**src/swdt_defs.svh**
```systemverilog
// constants for the secure watchdog: offsets, fields, reset values, timing
`ifndef SWDT_DEFS_SVH
`define SWDT_DEFS_SVH
`define SWDT_A_CON0 8'h00
`define SWDT_A_CON1 8'h04
`define SWDT_A_STAT 8'h08
`define SWDT_A_IRQ_STAT 8'h0C
`define SWDT_A_IRQ_MASK 8'h10
`define SWDT_F_LOCK 0
`define SWDT_F_GUARD 1
`define SWDT_F_SEL 0
`define SWDT_F_DIS 1
`define SWDT_ST_PRE 0
`define SWDT_ST_ACC 1
`define SWDT_ST_OVF 2
`define SWDT_CLK_NS 10
`define SWDT_WIN_NS 640
`define SWDT_WIN_CYC (`SWDT_WIN_NS / `SWDT_CLK_NS)
`define SWDT_RST_NS 160
`define SWDT_RST_CYC (`SWDT_RST_NS / `SWDT_CLK_NS)
`define SWDT_DIV_LO 256
`define SWDT_DIV_HI 16384
`define SWDT_TO_RELOAD 16'hFF00
`define SWDT_PW_RELOAD 16'hFFF0
`define SWDT_RELOAD_RST 16'h0000
`define SWDT_PW_RST 14'h0000
`define SWDT_CNT_MAX 16'hFFFF
`endif

```
**src/swdt_pkg.sv**
```systemverilog
// types for the secure watchdog
`default_nettype none
package swdt_pkg;
  typedef enum logic [2:0] {
    SWDT_NORMAL = 3'b000,
    SWDT_TIMEOUT = 3'b001,
    SWDT_PREWARN = 3'b010,
    SWDT_RESET = 3'b011,
    SWDT_HALT = 3'b100
  } swdt_mode_type;
  typedef struct packed {
    logic rd;
    logic wr;
    logic [7:0] addr;
    logic [31:0] wdata;
  } swdt_req_type;
  typedef struct packed {
    logic [13:0] pw;
    logic dis;
    logic sel;
  } swdt_cfg_type;
endpackage
`default_nettype wire

```
**src/swdt_top.sv**
```systemverilog
// secure watchdog timer with init lock, password access and prewarning
//
// Decided for this implementation: the address map and strobed register access.
`include "swdt_defs.svh"
`default_nettype none
module swdt_top import swdt_pkg::*; #(
  parameter int DIV_LO = `SWDT_DIV_LO,
  parameter int DIV_HI = `SWDT_DIV_HI,
  parameter int ACC_WIN = `SWDT_WIN_CYC,
  parameter int RST_LEN = `SWDT_RST_CYC
) (
  input wire logic REF_CLK,
  input wire logic SYS_RST,
  input wire logic [7:0] REG_ADDR,
  input wire logic [31:0] REG_WDATA,
  input wire logic REG_WR,
  input wire logic REG_RD,
  output logic [31:0] REG_RDATA,
  input wire logic SUPV_MODE,
  output logic INIT_LOCK,
  output logic WD_NMI,
  output logic WD_RST_REQ,
  output logic IRQ
);
  swdt_req_type req;
  swdt_mode_type mode_q, mode_d;
  swdt_cfg_type cfg_q, cfg_d;
  logic [15:0] cnt_q, cnt_d;
  logic [15:0] reload_q, reload_d;
  logic [13:0] presc_q, presc_d;
  logic [15:0] win_cnt_q, win_cnt_d;
  logic [15:0] rst_cnt_q, rst_cnt_d;
  logic win_q, win_d;
  logic lock_q, lock_d;
  logic dbl_q, dbl_d;
  logic [2:0] st_q, st_d;
  logic [2:0] mask_q, mask_d;
  logic [31:0] rdata_q, rdata_d;
  logic nmi_q, rst_q, irq_q;
  logic tick, counting, ovf, ev_acc, ev_ovf, ev_pre;
  logic wr_con0, pw_ok, first_ok, second_ok;
  logic [13:0] div_m1;

  assign req = '{rd: REG_RD, wr: REG_WR, addr: REG_ADDR, wdata: REG_WDATA};
  assign wr_con0 = req.wr && (req.addr == `SWDT_A_CON0);
  // user password field plus fixed guard bit value
  assign pw_ok = (req.wdata[15:2] == cfg_q.pw);
  assign first_ok = pw_ok && !req.wdata[`SWDT_F_GUARD];
  assign second_ok = pw_ok && req.wdata[`SWDT_F_GUARD];

  //////////////////////////////////////////////////////////////////////////
  // prescaler
  assign div_m1 = cfg_q.sel ? 14'(DIV_HI - 1) : 14'(DIV_LO - 1);
  // at or past the limit, so switching to the short divider never stalls
  assign tick = (presc_q >= div_m1);

  always_comb begin
    presc_d = tick ? 14'h0000 : presc_q + 14'h0001;
  end

  //////////////////////////////////////////////////////////////////////////
  // watchdog sequencer
  // disable only freezes normal mode; timeout and prewarn always count
  assign counting = tick && ((mode_q == SWDT_TIMEOUT) ||
                    (mode_q == SWDT_PREWARN) ||
                    ((mode_q == SWDT_NORMAL) && !cfg_q.dis));
  assign ovf = counting && (cnt_q == `SWDT_CNT_MAX);

  always_comb begin
    mode_d = mode_q;
    cnt_d = counting ? cnt_q + 16'h0001 : cnt_q;
    reload_d = reload_q;
    win_d = win_q;
    win_cnt_d = win_q ? win_cnt_q + 16'h0001 : win_cnt_q;
    rst_cnt_d = rst_cnt_q;
    lock_d = lock_q;
    dbl_d = dbl_q;
    ev_acc = 1'b0;
    ev_ovf = 1'b0;
    ev_pre = 1'b0;
    case (mode_q)
      SWDT_NORMAL, SWDT_TIMEOUT: begin
        if (wr_con0) begin
          if (!win_q) begin
            if (first_ok) begin
              win_d = 1'b1;
              win_cnt_d = 16'h0000;
            end else begin
              ev_acc = 1'b1;
            end
          end else if (second_ok) begin
            // valid service: reload, relock choice, clear double flag
            win_d = 1'b0;
            lock_d = req.wdata[`SWDT_F_LOCK];
            reload_d = req.wdata[31:16];
            dbl_d = 1'b0;
            cnt_d = req.wdata[`SWDT_F_LOCK] ? req.wdata[31:16]
                                            : `SWDT_TO_RELOAD;
            mode_d = req.wdata[`SWDT_F_LOCK] ? SWDT_NORMAL : SWDT_TIMEOUT;
          end else begin
            ev_acc = 1'b1;
          end
        end else if (win_q && (win_cnt_q == 16'(ACC_WIN - 1))) begin
          ev_acc = 1'b1;
        end
        ev_ovf = ovf;
        if (ev_acc || ev_ovf) begin
          mode_d = SWDT_PREWARN;
          cnt_d = `SWDT_PW_RELOAD;
          win_d = 1'b0;
          ev_pre = 1'b1;
        end
      end
      SWDT_PREWARN: begin
        // no access can cancel a pending reset
        if (ovf) begin
          if (dbl_q) begin
            mode_d = SWDT_HALT;
          end else begin
            mode_d = SWDT_RESET;
            dbl_d = 1'b1;
            rst_cnt_d = 16'h0000;
          end
        end
      end
      SWDT_RESET: begin
        rst_cnt_d = rst_cnt_q + 16'h0001;
        if (rst_cnt_q == 16'(RST_LEN - 1)) begin
          mode_d = SWDT_TIMEOUT;
          lock_d = 1'b0;
          cnt_d = `SWDT_TO_RELOAD;
        end
      end
      SWDT_HALT: begin
        // only power-on or hardware reset leaves this
        mode_d = SWDT_HALT;
      end
      default: begin
        mode_d = SWDT_TIMEOUT;
      end
    endcase
  end

  //////////////////////////////////////////////////////////////////////////
  // registers, status and read path
  always_comb begin
    cfg_d = cfg_q;
    mask_d = mask_q;
    rdata_d = 32'h0000_0000;
    st_d = st_q;
    if (req.wr && (req.addr == `SWDT_A_CON1) && SUPV_MODE && !lock_q) begin
      cfg_d.sel = req.wdata[`SWDT_F_SEL];
      cfg_d.dis = req.wdata[`SWDT_F_DIS];
      cfg_d.pw = req.wdata[15:2];
    end
    if (req.wr && (req.addr == `SWDT_A_IRQ_MASK)) begin
      mask_d = req.wdata[2:0];
    end
    if (req.rd) begin
      case (req.addr)
        `SWDT_A_CON0: rdata_d = {reload_q, cfg_q.pw, 1'b0, lock_q};
        `SWDT_A_CON1: rdata_d = {16'h0000, cfg_q.pw, cfg_q.dis, cfg_q.sel};
        `SWDT_A_STAT: rdata_d = {cnt_q, 11'h000, mode_q, win_q, dbl_q};
        `SWDT_A_IRQ_STAT: rdata_d = {29'h0000_0000, st_q};
        `SWDT_A_IRQ_MASK: rdata_d = {29'h0000_0000, mask_q};
        default: rdata_d = 32'h0000_0000;
      endcase
      if (req.addr == `SWDT_A_IRQ_STAT) begin
        st_d = 3'h0;
      end
    end
    // a new event in the clearing read's cycle is kept
    st_d[`SWDT_ST_PRE] = st_d[`SWDT_ST_PRE] | ev_pre;
    st_d[`SWDT_ST_ACC] = st_d[`SWDT_ST_ACC] | ev_acc;
    st_d[`SWDT_ST_OVF] = st_d[`SWDT_ST_OVF] | ev_ovf;
  end

  always_ff @(posedge REF_CLK) begin
    if (SYS_RST) begin
      // starts unlocked in timeout mode so boot code can configure
      mode_q <= SWDT_TIMEOUT;
      cfg_q <= '{pw: `SWDT_PW_RST, dis: 1'b0, sel: 1'b0};
      cnt_q <= `SWDT_TO_RELOAD;
      reload_q <= `SWDT_RELOAD_RST;
      presc_q <= 14'h0000;
      win_cnt_q <= 16'h0000;
      rst_cnt_q <= 16'h0000;
      win_q <= 1'b0;
      lock_q <= 1'b0;
      dbl_q <= 1'b0;
      st_q <= 3'h0;
      mask_q <= 3'h0;
      rdata_q <= 32'h0000_0000;
      nmi_q <= 1'b0;
      rst_q <= 1'b0;
      irq_q <= 1'b0;
    end else begin
      mode_q <= mode_d;
      cfg_q <= cfg_d;
      cnt_q <= cnt_d;
      reload_q <= reload_d;
      presc_q <= presc_d;
      win_cnt_q <= win_cnt_d;
      rst_cnt_q <= rst_cnt_d;
      win_q <= win_d;
      lock_q <= lock_d;
      dbl_q <= dbl_d;
      st_q <= st_d;
      mask_q <= mask_d;
      rdata_q <= rdata_d;
      nmi_q <= (mode_d == SWDT_PREWARN);
      rst_q <= (mode_d == SWDT_RESET) || (mode_d == SWDT_HALT);
      irq_q <= |(st_d & mask_d);
    end
  end

  assign REG_RDATA = rdata_q;
  assign INIT_LOCK = lock_q;
  assign WD_NMI = nmi_q;
  assign WD_RST_REQ = rst_q;
  assign IRQ = irq_q;

  //////////////////////////////////////////////////////////////////////////
  // assertions
  property p_halt_holds;
    @(posedge REF_CLK) disable iff (SYS_RST)
    (mode_q == SWDT_HALT) |=> WD_RST_REQ && (mode_q == SWDT_HALT);
  endproperty
  a_halt_holds: assert property (p_halt_holds)
    else $error("halt state left or reset dropped");

  property p_nmi_first;
    @(posedge REF_CLK) disable iff (SYS_RST)
    $rose(WD_RST_REQ) |-> $past(WD_NMI);
  endproperty
  a_nmi_first: assert property (p_nmi_first)
    else $error("reset raised without prewarning");

  property p_bad_first;
    @(posedge REF_CLK) disable iff (SYS_RST)
    (wr_con0 && !win_q && !first_ok && (mode_q == SWDT_NORMAL ||
     mode_q == SWDT_TIMEOUT)) |=> WD_NMI && (cnt_q == `SWDT_PW_RELOAD);
  endproperty
  a_bad_first: assert property (p_bad_first)
    else $error("bad password did not start prewarning");

  property p_late_second;
    @(posedge REF_CLK) disable iff (SYS_RST)
    (win_q && !wr_con0 && (win_cnt_q == 16'(ACC_WIN - 1)) &&
     (mode_q == SWDT_NORMAL || mode_q == SWDT_TIMEOUT)) |=> WD_NMI;
  endproperty
  a_late_second: assert property (p_late_second)
    else $error("expired access window not flagged");

  property p_overflow;
    @(posedge REF_CLK) disable iff (SYS_RST)
    (ovf && (mode_q == SWDT_NORMAL)) |=> (mode_q == SWDT_PREWARN) ##0
      st_q[`SWDT_ST_OVF];
  endproperty
  a_overflow: assert property (p_overflow)
    else $error("overflow did not start prewarning");

  property p_protect;
    @(posedge REF_CLK) disable iff (SYS_RST)
    (req.wr && (req.addr == `SWDT_A_CON1) && (lock_q || !SUPV_MODE))
      |=> $stable(cfg_q);
  endproperty
  a_protect: assert property (p_protect)
    else $error("protected config changed");

  property p_service;
    @(posedge REF_CLK) disable iff (SYS_RST)
    (wr_con0 && win_q && second_ok && req.wdata[`SWDT_F_LOCK] && !ovf &&
     (mode_q == SWDT_NORMAL || mode_q == SWDT_TIMEOUT))
      |=> (cnt_q == $past(req.wdata[31:16])) && INIT_LOCK && !dbl_q;
  endproperty
  a_service: assert property (p_service)
    else $error("service did not reload user value");

  property p_presc;
    @(posedge REF_CLK) disable iff (SYS_RST)
    !tick |=> (presc_q == $past(presc_q) + 14'h0001);
  endproperty
  a_presc: assert property (p_presc)
    else $error("prescaler tick at wrong count");

  property p_disabled;
    @(posedge REF_CLK) disable iff (SYS_RST)
    ((mode_q == SWDT_NORMAL) && cfg_q.dis && !wr_con0 && !win_q)
      |=> $stable(cnt_q);
  endproperty
  a_disabled: assert property (p_disabled)
    else $error("disabled counter moved");
endmodule // swdt_top
`default_nettype wire

```
**config.mk**
```make
export PLATFORM = sky130hd
export DESIGN_NAME = swdt_top
export DESIGN_NICKNAME = d
export VERILOG_FILES = /design/src/swdt_pkg.sv /design/src/swdt_top.sv
export VERILOG_INCLUDE_DIRS = /design/src /design/src/src
export SDC_FILE = /design/constraint.sdc
export NUM_CORES = 1
export LEC_CHECK = 0
export ABC_CLOCK_PERIOD_IN_PS = 3300
export BUFFER_PORTS_ARGS = -buffer_cell sky130_fd_sc_hd__buf_2
export CAP_MARGIN = 25
export CORE_MARGIN = 2
export CORE_UTILIZATION = 44
export DETAILED_ROUTE_END_ITERATION = 7
export SLEW_MARGIN = 20
export SYNTH_ARGS = -nofsm -noshare
export SYNTH_HDL_FRONTEND = slang
export SYNTH_SLANG_ARGS = --single-unit
```
**constraint.sdc**
```tcl
create_clock -name REF_CLK -period 3.3 [get_ports REF_CLK]
set_input_delay 0.165 -clock REF_CLK [delete_from_list [all_inputs] [get_ports REF_CLK]]
set_output_delay 0.165 -clock REF_CLK [all_outputs]
set_load 0.02 [all_outputs]
```
==> results of run 1 <==
[worst max-delay path by stage]
stage / start / to / slack (ns) / cells past startpoint
global placement: cfg_q[0] / rst_cnt_q[12] / 0.52 / 9
finish: cfg_q[0] / rst_cnt_q[2] / 0.41 / 9
detailed placement: cfg_q[0] / rst_cnt_q[2] / 0.39 / 9
floorplan: cfg_q[0] / mode_q[0] / 0.82 / 9
CTS: cfg_q[0] / rst_cnt_q[2] / 0.37 / 9
global route: cfg_q[0] / rst_cnt_q[0] / 0.08 / 9
[critical path, cell delays in order, from the launching register on]
cell and delay [ns]:
dfxtp_1 0.35, inv_1 0.13, ha_1 0.34, nand4_1 0.11, nor4_1 0.48, o31ai_2 0.12, buf_4 0.22, or3_1 0.42
nand2b_1 0.47, nor2_1 0.11
[stage by stage]
step                      worst slack, ns  area (sq um)  cells  hold WS, ns  power, mW
after floorplan                    0.8181          6300    742       0.2841      1.795
after global placement             0.5211          6930    988       0.4036      1.845
after detailed placement           0.3910          6930    988       0.4067      1.847
after CTS                          0.3703          7675   1034    0.0007057      3.801
after global routing              0.07910          7675   1034      0.01416      3.888
final                              0.4111          7675   1034      0.01758      3.759
[where the power goes]
| group | switching [mW] | total (mW) | internal [mW] | leakage, nW |
|---|---|---|---|---|
| registers | 0.00373 | 1.71 | 1.71 | 1.14 |
| logic | 0.0633 | 0.114 | 0.0509 | 1.57 |
| clock network | 0.704 | 1.93 | 1.23 | 0.288 |
| total | 0.771 | 3.76 | 2.99 | 3.00 |
[cells in the final DEF, fill, tap and decap left out, types with 5 or more instances in the layout]
cell           count
a21oi_1           56
a31oi_1            5
and2_1            11
and3_1            11
buf_2             80
buf_4             17
clkbuf_16         17
dfxtp_1          141
dlygate4sd3_1     14
ha_1              10
inv_1             18
mux2i_1           18
nand2_1          115
nand3_1           31
nand3b_1           6
nand4_1           16
nor2_1            83
nor2b_1            5
nor3_1            17
nor4_1             9
o21ai_0           16
o22ai_1            5
or3_1             12
or4_1              6
xnor2_1           36
xor2_1            28
[cell type report]
type / instances / share of cell area (%)
Multi-Input combinational cell: 552 / 42.83
Sequential cell: 141 / 36.78
Timing Repair Buffer: 111 / 8.706
Clock buffer: 23 / 6.097
Tap cell: 180 / 2.934
Clock inverter: 9 / 1.777
Inverter: 18 / 0.8803
[metal layers]
metal / up-vias / GRT usage (%) / wire [um]
li1: 2758 / - / -
met1: 2606 / 27.31 / 7122
met2: 131 / 32.45 / 6665
met3: 17 / 5.037 / 789
met4: 0 / 7.457 / 210
met5: - / 0 / 0
[timing repair]
action	in CTS	in global routing
buffers inserted	0	0
hold endpoints to repair	15	0
hold buffers	14	0
[cells by family (layout without fill, tap and decap cells)]
| logic type | after synthesis | count (layout) | share of synthesized area, % |
|---|---|---|---|
| and+or+nand+nor | 343 | 343 | 26.67 |
| DFF | 141 | 141 | 44.81 |
| AOI/OAI and AO/OA | 117 | 117 | 11.68 |
| xor gates and xnor gates | 64 | 64 | 8.898 |
| buffers and inverters | 49 | 161 | 3.098 |
| muxes | 18 | 18 | 2.860 |
| adders and majority gates | 10 | 10 | 1.986 |
[sequential cells by signal, indices dropped and copies added (netlist names)]
signal	count
WD_RST_REQ	1
mode_q	3
st_q	3
rst_cnt_q	16
INIT_LOCK	1
REG_RDATA	32
win_q	1
presc_q	14
IRQ	1
cfg_q	16
dbl_q	1
reload_q	16
WD_NMI	1
mask_q	3
cnt_q	16
win_cnt_q	16
==> metrics.cfg, run 1 <==
[outcome]
status = complete, no violations

[sta]
final.min_clock_period_ns = 2.889
maxSlewViolCount = 0
fin_crit_sh_pct = 87.54
finalClockSkew_ns = 0.008604
rsz0062_at_grt = false
fin_setup_tns_ns = 0
slew_headroom_pct = 55.60
setup_viol = 0
worst_pin_slew_ns = 0.6636
hold_violations = 0
max_freq_ghz = 0.3461

[clock_tree]
cts_tree = built
cts-htree-levels = 4
cts.reportedPaths.clkPinSlew_ns = 0.06
cts.sinks = 141
clock_path_buffers = 2
ctsResizeCount = 0
cts_root_buffer = clkbuf_16
clock_latency_ns = 0.42
cts_made_buffers = 17

[min_path]
hold_path.class = in2reg
hp-start = REG_WDATA[9]
min_to = cfg_q[9]
holdPathStages = 3

[flow_run]
maxCapViolCount = 0

[critical_path]
cp-end-kind = flip-flop
crit_fanout = 19
startpoint_type = flip-flop
critical_path_class = reg2reg
r2r-start = cfg_q[0]
r2r_cells = 9
critPathArrivalTime_ns = 3.17
r2r_end = rst_cnt_q[2]
cp_data_required_time_ns = 3.58
rrSetupSlack_ns = 0.41

[global_route]
grt_use_total_pct = 20.54
overflow = 0
grt_antenna_before_repair = 0
grt_pass1_wl_um = 24620
grt_pass1_vias = 5142
grt_max_degree = 31

[route]
wl_per_cell_um = 14.30
drtIter0Drc = 344
routed_wl_um = 14790
ant_nets = 0
dr.pass1.iters = 4
num_vias = 5512
drc = 0
avgViaCountPerCell = 5.331

[floorplanning]
num_io_pins = 81
die_area_sq_um = 15290
core_area_sq_um = 13930
die_h_um = 123.7
die_x_um = 123.7
fp-row-count = 43
start_util_pct = 45.21

[logic_synthesis]
synth-main-ff-cell = dfxtp_1
synth_common_cells = 141 x dfxtp_1, 115 x nand2_1, 83 x nor2_1
synth_cells = 742
seq_area_frac_synth_pct = 44.81
synth_cell_type_count = 57
synthArstFlopShare_pct = 0
synth.net_count = 797
yosys.area.top_type = dfxtp_1
yosysMostFrequentCell = dfxtp_1
ys_warn_count = 0
synthesis.area_sq_um = 6300
synth_top_cell_area_share_pct = 44.81
synth_edf_count = 0
synth-seq-cells = 141
avgSynthCellArea_sq_um = 8.490
ys_top_cells_by_area = dfxtp_1 45%, nand2_1 6.9%, xnor2_1 5.0%

[cells_and_area]
seq_area_sq_um = 2823
area_growth_pct = 21.83
utilization_pct = 55.08
final_nets = 896
layout-drive-gt1-share_pct = 16.86
nFillCells = 1260
multi_input_area_sq_um = 3287
num_antenna_cells = 0

[placement]
gp_congestion = 0.8292
port_buffers = 80
dp_hpwl_um = 10640

[power]
p_leak_nw = 2.998
powerDensity_nw_per_um2 = 489.8
ir_drop_mv = 0.3491

Note: power is estimated with default switching activity, not from simulation.
==> run 2, diff against run 1 <==
- BUFFER_PORTS_ARGS: -buffer_cell sky130_fd_sc_hd__buf_2 -> -buffer_cell sky130_fd_sc_hd__buf_4
- CAP_MARGIN: 25 -> unset
==> run 2 against run 1 <==
Effect of this change:
- critical path depth unchanged
- wire length grew 2.2%
- count of clock-buffer cells in the layout up 2
- die area unchanged
- first-iteration DRC count is 11% higher
- non-clock buffer count grew 1
- clock power down 8%
- register-to-register slack better by 0.09 ns
- design area is 2.0% higher
- via count about the same
- largest power group unchanged
==> metrics.cfg, run 2 (synthesized netlist as in run 1, its figures left out) <==
[clock_tree]
cts_root_buffer = clkbuf_16
cts.reportedPaths.clkPinSlew_ns = 0.06
cts_made_buffers = 17
cts.sinks = 141
ctsResizeCount = 0
clock_latency_ns = 0.41
cts-htree-levels = 4
clock_path_buffers = 2
cts_tree = built

[power]
powerDensity_nw_per_um2 = 461.3
swShare_pct = 20.74
pwr-share-comb_pct = 3.6
power_frac_clock_pct = 49.1
p_leak_nw = 3.015
p_seq_share_pct = 47.4
ir_drop_mv = 0.3547
p_sw_uw = 748.8
internal_power_mw = 2.861

[placement]
post-place-ws_ns = 0.5055
dpl.cell_count = 989
port_buffers = 80
dp_hpwl_um = 10710
gp_congestion = 0.8450

[cells_and_area]
nFillCells = 1277
fin_cells = 1034
layout-drive-gt1-share_pct = 16.74
largest_reg_flops = 32
num_antenna_cells = 0
layout_common_cells = 141 x dfxtp_1, 115 x nand2_1, 98 x buf_4, 83 x nor2_1, 56 x a21oi_1
area_growth_pct = 24.21
layout_commonest_cell = dfxtp_1
final_nets = 897

[route]
wl_per_cell_um = 14.62
avgViaCountPerCell = 5.334
drtIter0Drc = 382
drc = 0
num_vias = 5515
routed_wl_um = 15120
ant_nets = 0
dr.pass1.iters = 5

[critical_path]
cp-end-kind = flip-flop
cp_data_required_time_ns = 3.60
rrSetupSlack_ns = 0.50
critical_path_class = reg2reg
startpoint_type = flip-flop
critPathArrivalTime_ns = 3.10
crit_fanout = 6

[sta]
rsz0062_at_grt = false
worst_pin_slew_ns = 0.6756
final.min_clock_period_ns = 2.804
setup_viol = 0
finalClockSkew_ns = 0.005856
max_freq_ghz = 0.3566
fin_ws_ns = 0.4961
fin_setup_tns_ns = 0
fin_crit_sh_pct = 84.97
slew_headroom_pct = 54.96
maxSlewViolCount = 0
hold_violations = 0

[floorplanning]
num_io_pins = 81
die_area_sq_um = 15290
start_util_pct = 45.21
fp-row-count = 43
core_area_sq_um = 13930
die_h_um = 123.7
die_x_um = 123.7

[global_route]
grt_max_degree = 59
grt_antenna_before_repair = 0
overflow = 0
grt_pass1_wl_um = 24850
grt_pass1_vias = 5251
grt_use_total_pct = 20.62

[flow_run]
maxCapViolCount = 0

[min_path]
hold_path.class = in2reg

[outcome]
status = complete, no violations

run 2: cell count changes in the layout (fill, tap and decap cells not counted), sizes merged:
cell      change
buf           +1
bufinv        -2
clkbuf        +2
clkinvlp      -1
run 2: final cells by class:
class | instances | area, sq um | share of cell area, %
multi-input combinational | 552 | 3287 | 42.01
clock buffer | 25 | 485.5 | 6.204
sequential | 141 | 2823 | 36.07
inverter | 18 | 67.56 | 0.8634
timing repair buffer | 112 | 875.8 | 11.19
tap | 180 | 225.2 | 2.878
clock inverter | 6 | 61.31 | 0.7835
run 2: metrics by stage:
step           power [mW]  hold WS (ns)  utilization [%]  cell area (sq um)
6_report            3.610      0.008379            56.16               7825
3_3_place_gp        1.861        0.3885            51.23               7138
5_1_grt             3.727      0.007419            56.16               7825
2_1_floorplan       1.795        0.2841                -               6300
4_1_cts             3.651     0.0004287            56.16               7825
3_5_place_dp        1.862        0.3978            51.23               7138
run 2: timing repair:
action	in CTS	in global routing
endpoints found under the hold margin	14	0
setup buffers	0	0
hold buffers	14	0
run 2: final timing paths:
kind,start,end,cells past startpoint
setup / recovery,cfg_q[0],mode_q[0],9
hold / removal,REG_WDATA[4],cfg_q[4],3
setup reg to reg,cfg_q[0],mode_q[0],9
hold reg to reg,reload_q[4],reload_q[4],2
run 2: per-layer routing:
| layer | routed length [um] | up-vias | global-route usage (%) |
|---|---|---|---|
| li1 | - | 2764 | - |
| met1 | 7173 | 2585 | 27.25 |
| met2 | 6874 | 146 | 33.28 |
| met3 | 818 | 20 | 4.304 |
| met4 | 248 | 0 | 7.599 |
| met5 | 0 | - | 0 |
run 2: power groups by stage:
stage / Sequential, mW / Combinational (mW) / Clock, mW
final: 1.71 / 0.129 / 1.77
after global routing: 1.71 / 0.140 / 1.88
after CTS: 1.71 / 0.129 / 1.81
after detailed placement: 1.75 / 0.115 / 0
after global placement: 1.75 / 0.114 / 0
after floorplan: 1.75 / 0.0483 / 0
run 2: critical path: stages (launching register included):
cell      delay (ns)
dfxtp_1         0.35
inv_1           0.13
ha_1            0.35
nand4_1         0.11
nor4_1          0.46
nor3_1          0.14
or4_1           0.60
a31o_2          0.24
a211oi_1        0.23
o21bai_1        0.10
==> run 3, diff against run 2 <==
- ABC_CLOCK_PERIOD_IN_PS: 3300 -> 2600
- clock period: 3.3 -> 2.6 ns (I/O delays scaled with it)
==> run 3 against run 2 <==
Effect of this change:
- combinational power rose by 50%
- utilization rose by 4.5 points
- worst hold slack improved by 0.0015 ns
- global-route usage rose by 0.44 points
- critical path type unchanged
- setup slack got worse by 0.38 ns
- flip-flop and latch count did not move
- first-iteration DRC count rose by 12%
- via count rose by 2.6%
- largest cell class unchanged
- cell count rose by 3.5%
==> metrics.cfg, run 3 (synthesized netlist as in run 1, its figures left out) <==
[outcome]
status = complete, no violations

[global_route]
grt_pass1_wl_um = 25100
grt_pass1_vias = 5305
overflow = 0
grt_antenna_before_repair = 0
grt_use_total_pct = 21.06
grt_max_degree = 59

[sta]
slew_headroom_pct = 58.00
hold_violations = 0
max_freq_ghz = 0.4022
rsz0062_at_grt = true
finalClockSkew_ns = 0.006693
fin_ws_ns = 0.1135
final.min_clock_period_ns = 2.487
fin_setup_tns_ns = 0
worst_pin_slew_ns = 0.6300
maxSlewViolCount = 0
setup_viol = 0
whs_ns = 0.009906
fin_crit_sh_pct = 95.64

[placement]
dp_hpwl_um = 11010
place_area_sq_um = 7271
gp_congestion = 0.8541
dpl.cell_count = 1005
port_buffers = 80
post-place-ws_ns = -0.1552

[clock_tree]
cts_tree = built
clock_path_buffers = 2
cts_root_buffer = clkbuf_16
cts_made_buffers = 17
cts.sinks = 141
clock_latency_ns = 0.42
cts.reportedPaths.clkPinSlew_ns = 0.06
cts-htree-levels = 4

[critical_path]
cp_data_required_time_ns = 2.91
critPathArrivalTime_ns = 2.80
path_buf_inv = 3
startpoint_type = flip-flop
path_cells = inv_6 -> ha_4 -> nand4_1 -> nor4_4 -> buf_4 -> o31ai_2 -> buf_4 -> or3_4 -> o41ai_4 -> a21oi_2 -> o21ba_1
crit_family = simple AND/OR/NAND/NOR gates
critical_path_class = reg2reg
crit_fanout = 8
cp-end-kind = flip-flop
cpMostUsedCell = buf_4
cp_slowest_stage_delay_ns = 0.40
slowest_stage = or3_4

[floorplanning]
start_util_pct = 45.21
fp-row-count = 43
die_h_um = 123.7
die_area_sq_um = 15290
core_area_sq_um = 13930
die_x_um = 123.7
num_io_pins = 81

[cells_and_area]
num_antenna_cells = 0
utilization_pct = 60.61
layout_commonest_cell = dfxtp_1
multi_input_area_sq_um = 3451
area_growth_pct = 34.06
fin_area_sq_um = 8446
final_nets = 932
fin_cells = 1070
seq_area_sq_um = 2826
largest_reg_flops = 32
layout_common_cells = 140 x dfxtp_1, 115 x nand2_1, 114 x buf_4, 82 x nor2_1, 55 x a21oi_1
nFillCells = 1224
layout-drive-gt1-share_pct = 21.12

[route]
drc = 0
routed_wl_um = 15900
drtIter0Drc = 426
dr.pass1.iters = 7
num_vias = 5657
ant_nets = 0
wl_per_cell_um = 14.86
avgViaCountPerCell = 5.287

[flow_run]
maxCapViolCount = 0

[power]
p_leak_nw = 3.291
ir_drop_mv = 0.3901
powerDensity_nw_per_um2 = 597.6
finalPower_mw = 5.047

[min_path]
hold_path.class = in2reg

-- run 3: cell types whose count changed in the layout (fill, tap and decap cells not counted), sizes merged --
| cell | before | now |
|---|---|---|
| clkbuf | 25 | 23 |
| inv | 18 | 19 |
| bufinv | 1 | 5 |
| buf | 98 | 116 |
| dlygate4sd3 | 14 | 30 |
| clkinvlp | 1 | 2 |
| clkinv | 4 | 2 |
-- run 3: layout make-up --
class,count,share of cell area [%]
Timing Repair Buffer,147,14.36
Clock buffer,22,5.615
Tap cell,180,2.667
Sequential cell,141,33.47
Multi-Input combinational cell,552,40.86
Inverter,18,0.8593
Clock inverter,10,2.178
-- run 3: path summary, 6_finish.rpt --
check                  to  cells past startpoint  slack (ns)    startpoint
max                WD_NMI                     11        0.11      cfg_q[0]
min              cfg_q[1]                      3        0.01  REG_WDATA[1]
max reg2reg        WD_NMI                     11        0.11      cfg_q[0]
min reg2reg  reload_q[11]                      2        0.45  reload_q[11]
-- run 3: worst register-to-register path: cells and delay by family (launching register included) --
family | cells | cell delay, ns
flops | 1 | 0.37
buf+inv | 3 | 0.39
simple gates | 3 | 0.93
fa+ha+maj | 1 | 0.27
compound gates | 4 | 0.42
-- run 3: layer usage --
layer	vias to the layer above	wire [um]	GRT usage [%]
li1	2829	-	-
met1	2683	7473	27.76
met2	130	7453	33.89
met3	15	759	5.220
met4	0	208	6.889
met5	-	0	0
-- run 3: power breakdown --
| group | switching, mW | internal, mW | total, mW |
|---|---|---|---|
| Sequential | 0.00462 | 2.16 | 2.17 |
| Clock | 0.907 | 1.78 | 2.69 |
| Combinational | 0.0870 | 0.106 | 0.193 |
-- run 3: repair_timing --
item                                    in CTS  in global routing
resized for setup                            1                 32
endpoints found under the hold margin       41                  0
gates cloned                                 0                  1
pin swaps                                    1                  8
hold buffers                                30                  0
buffers inserted                             0                  2
endpoints found under the setup margin      30                 34
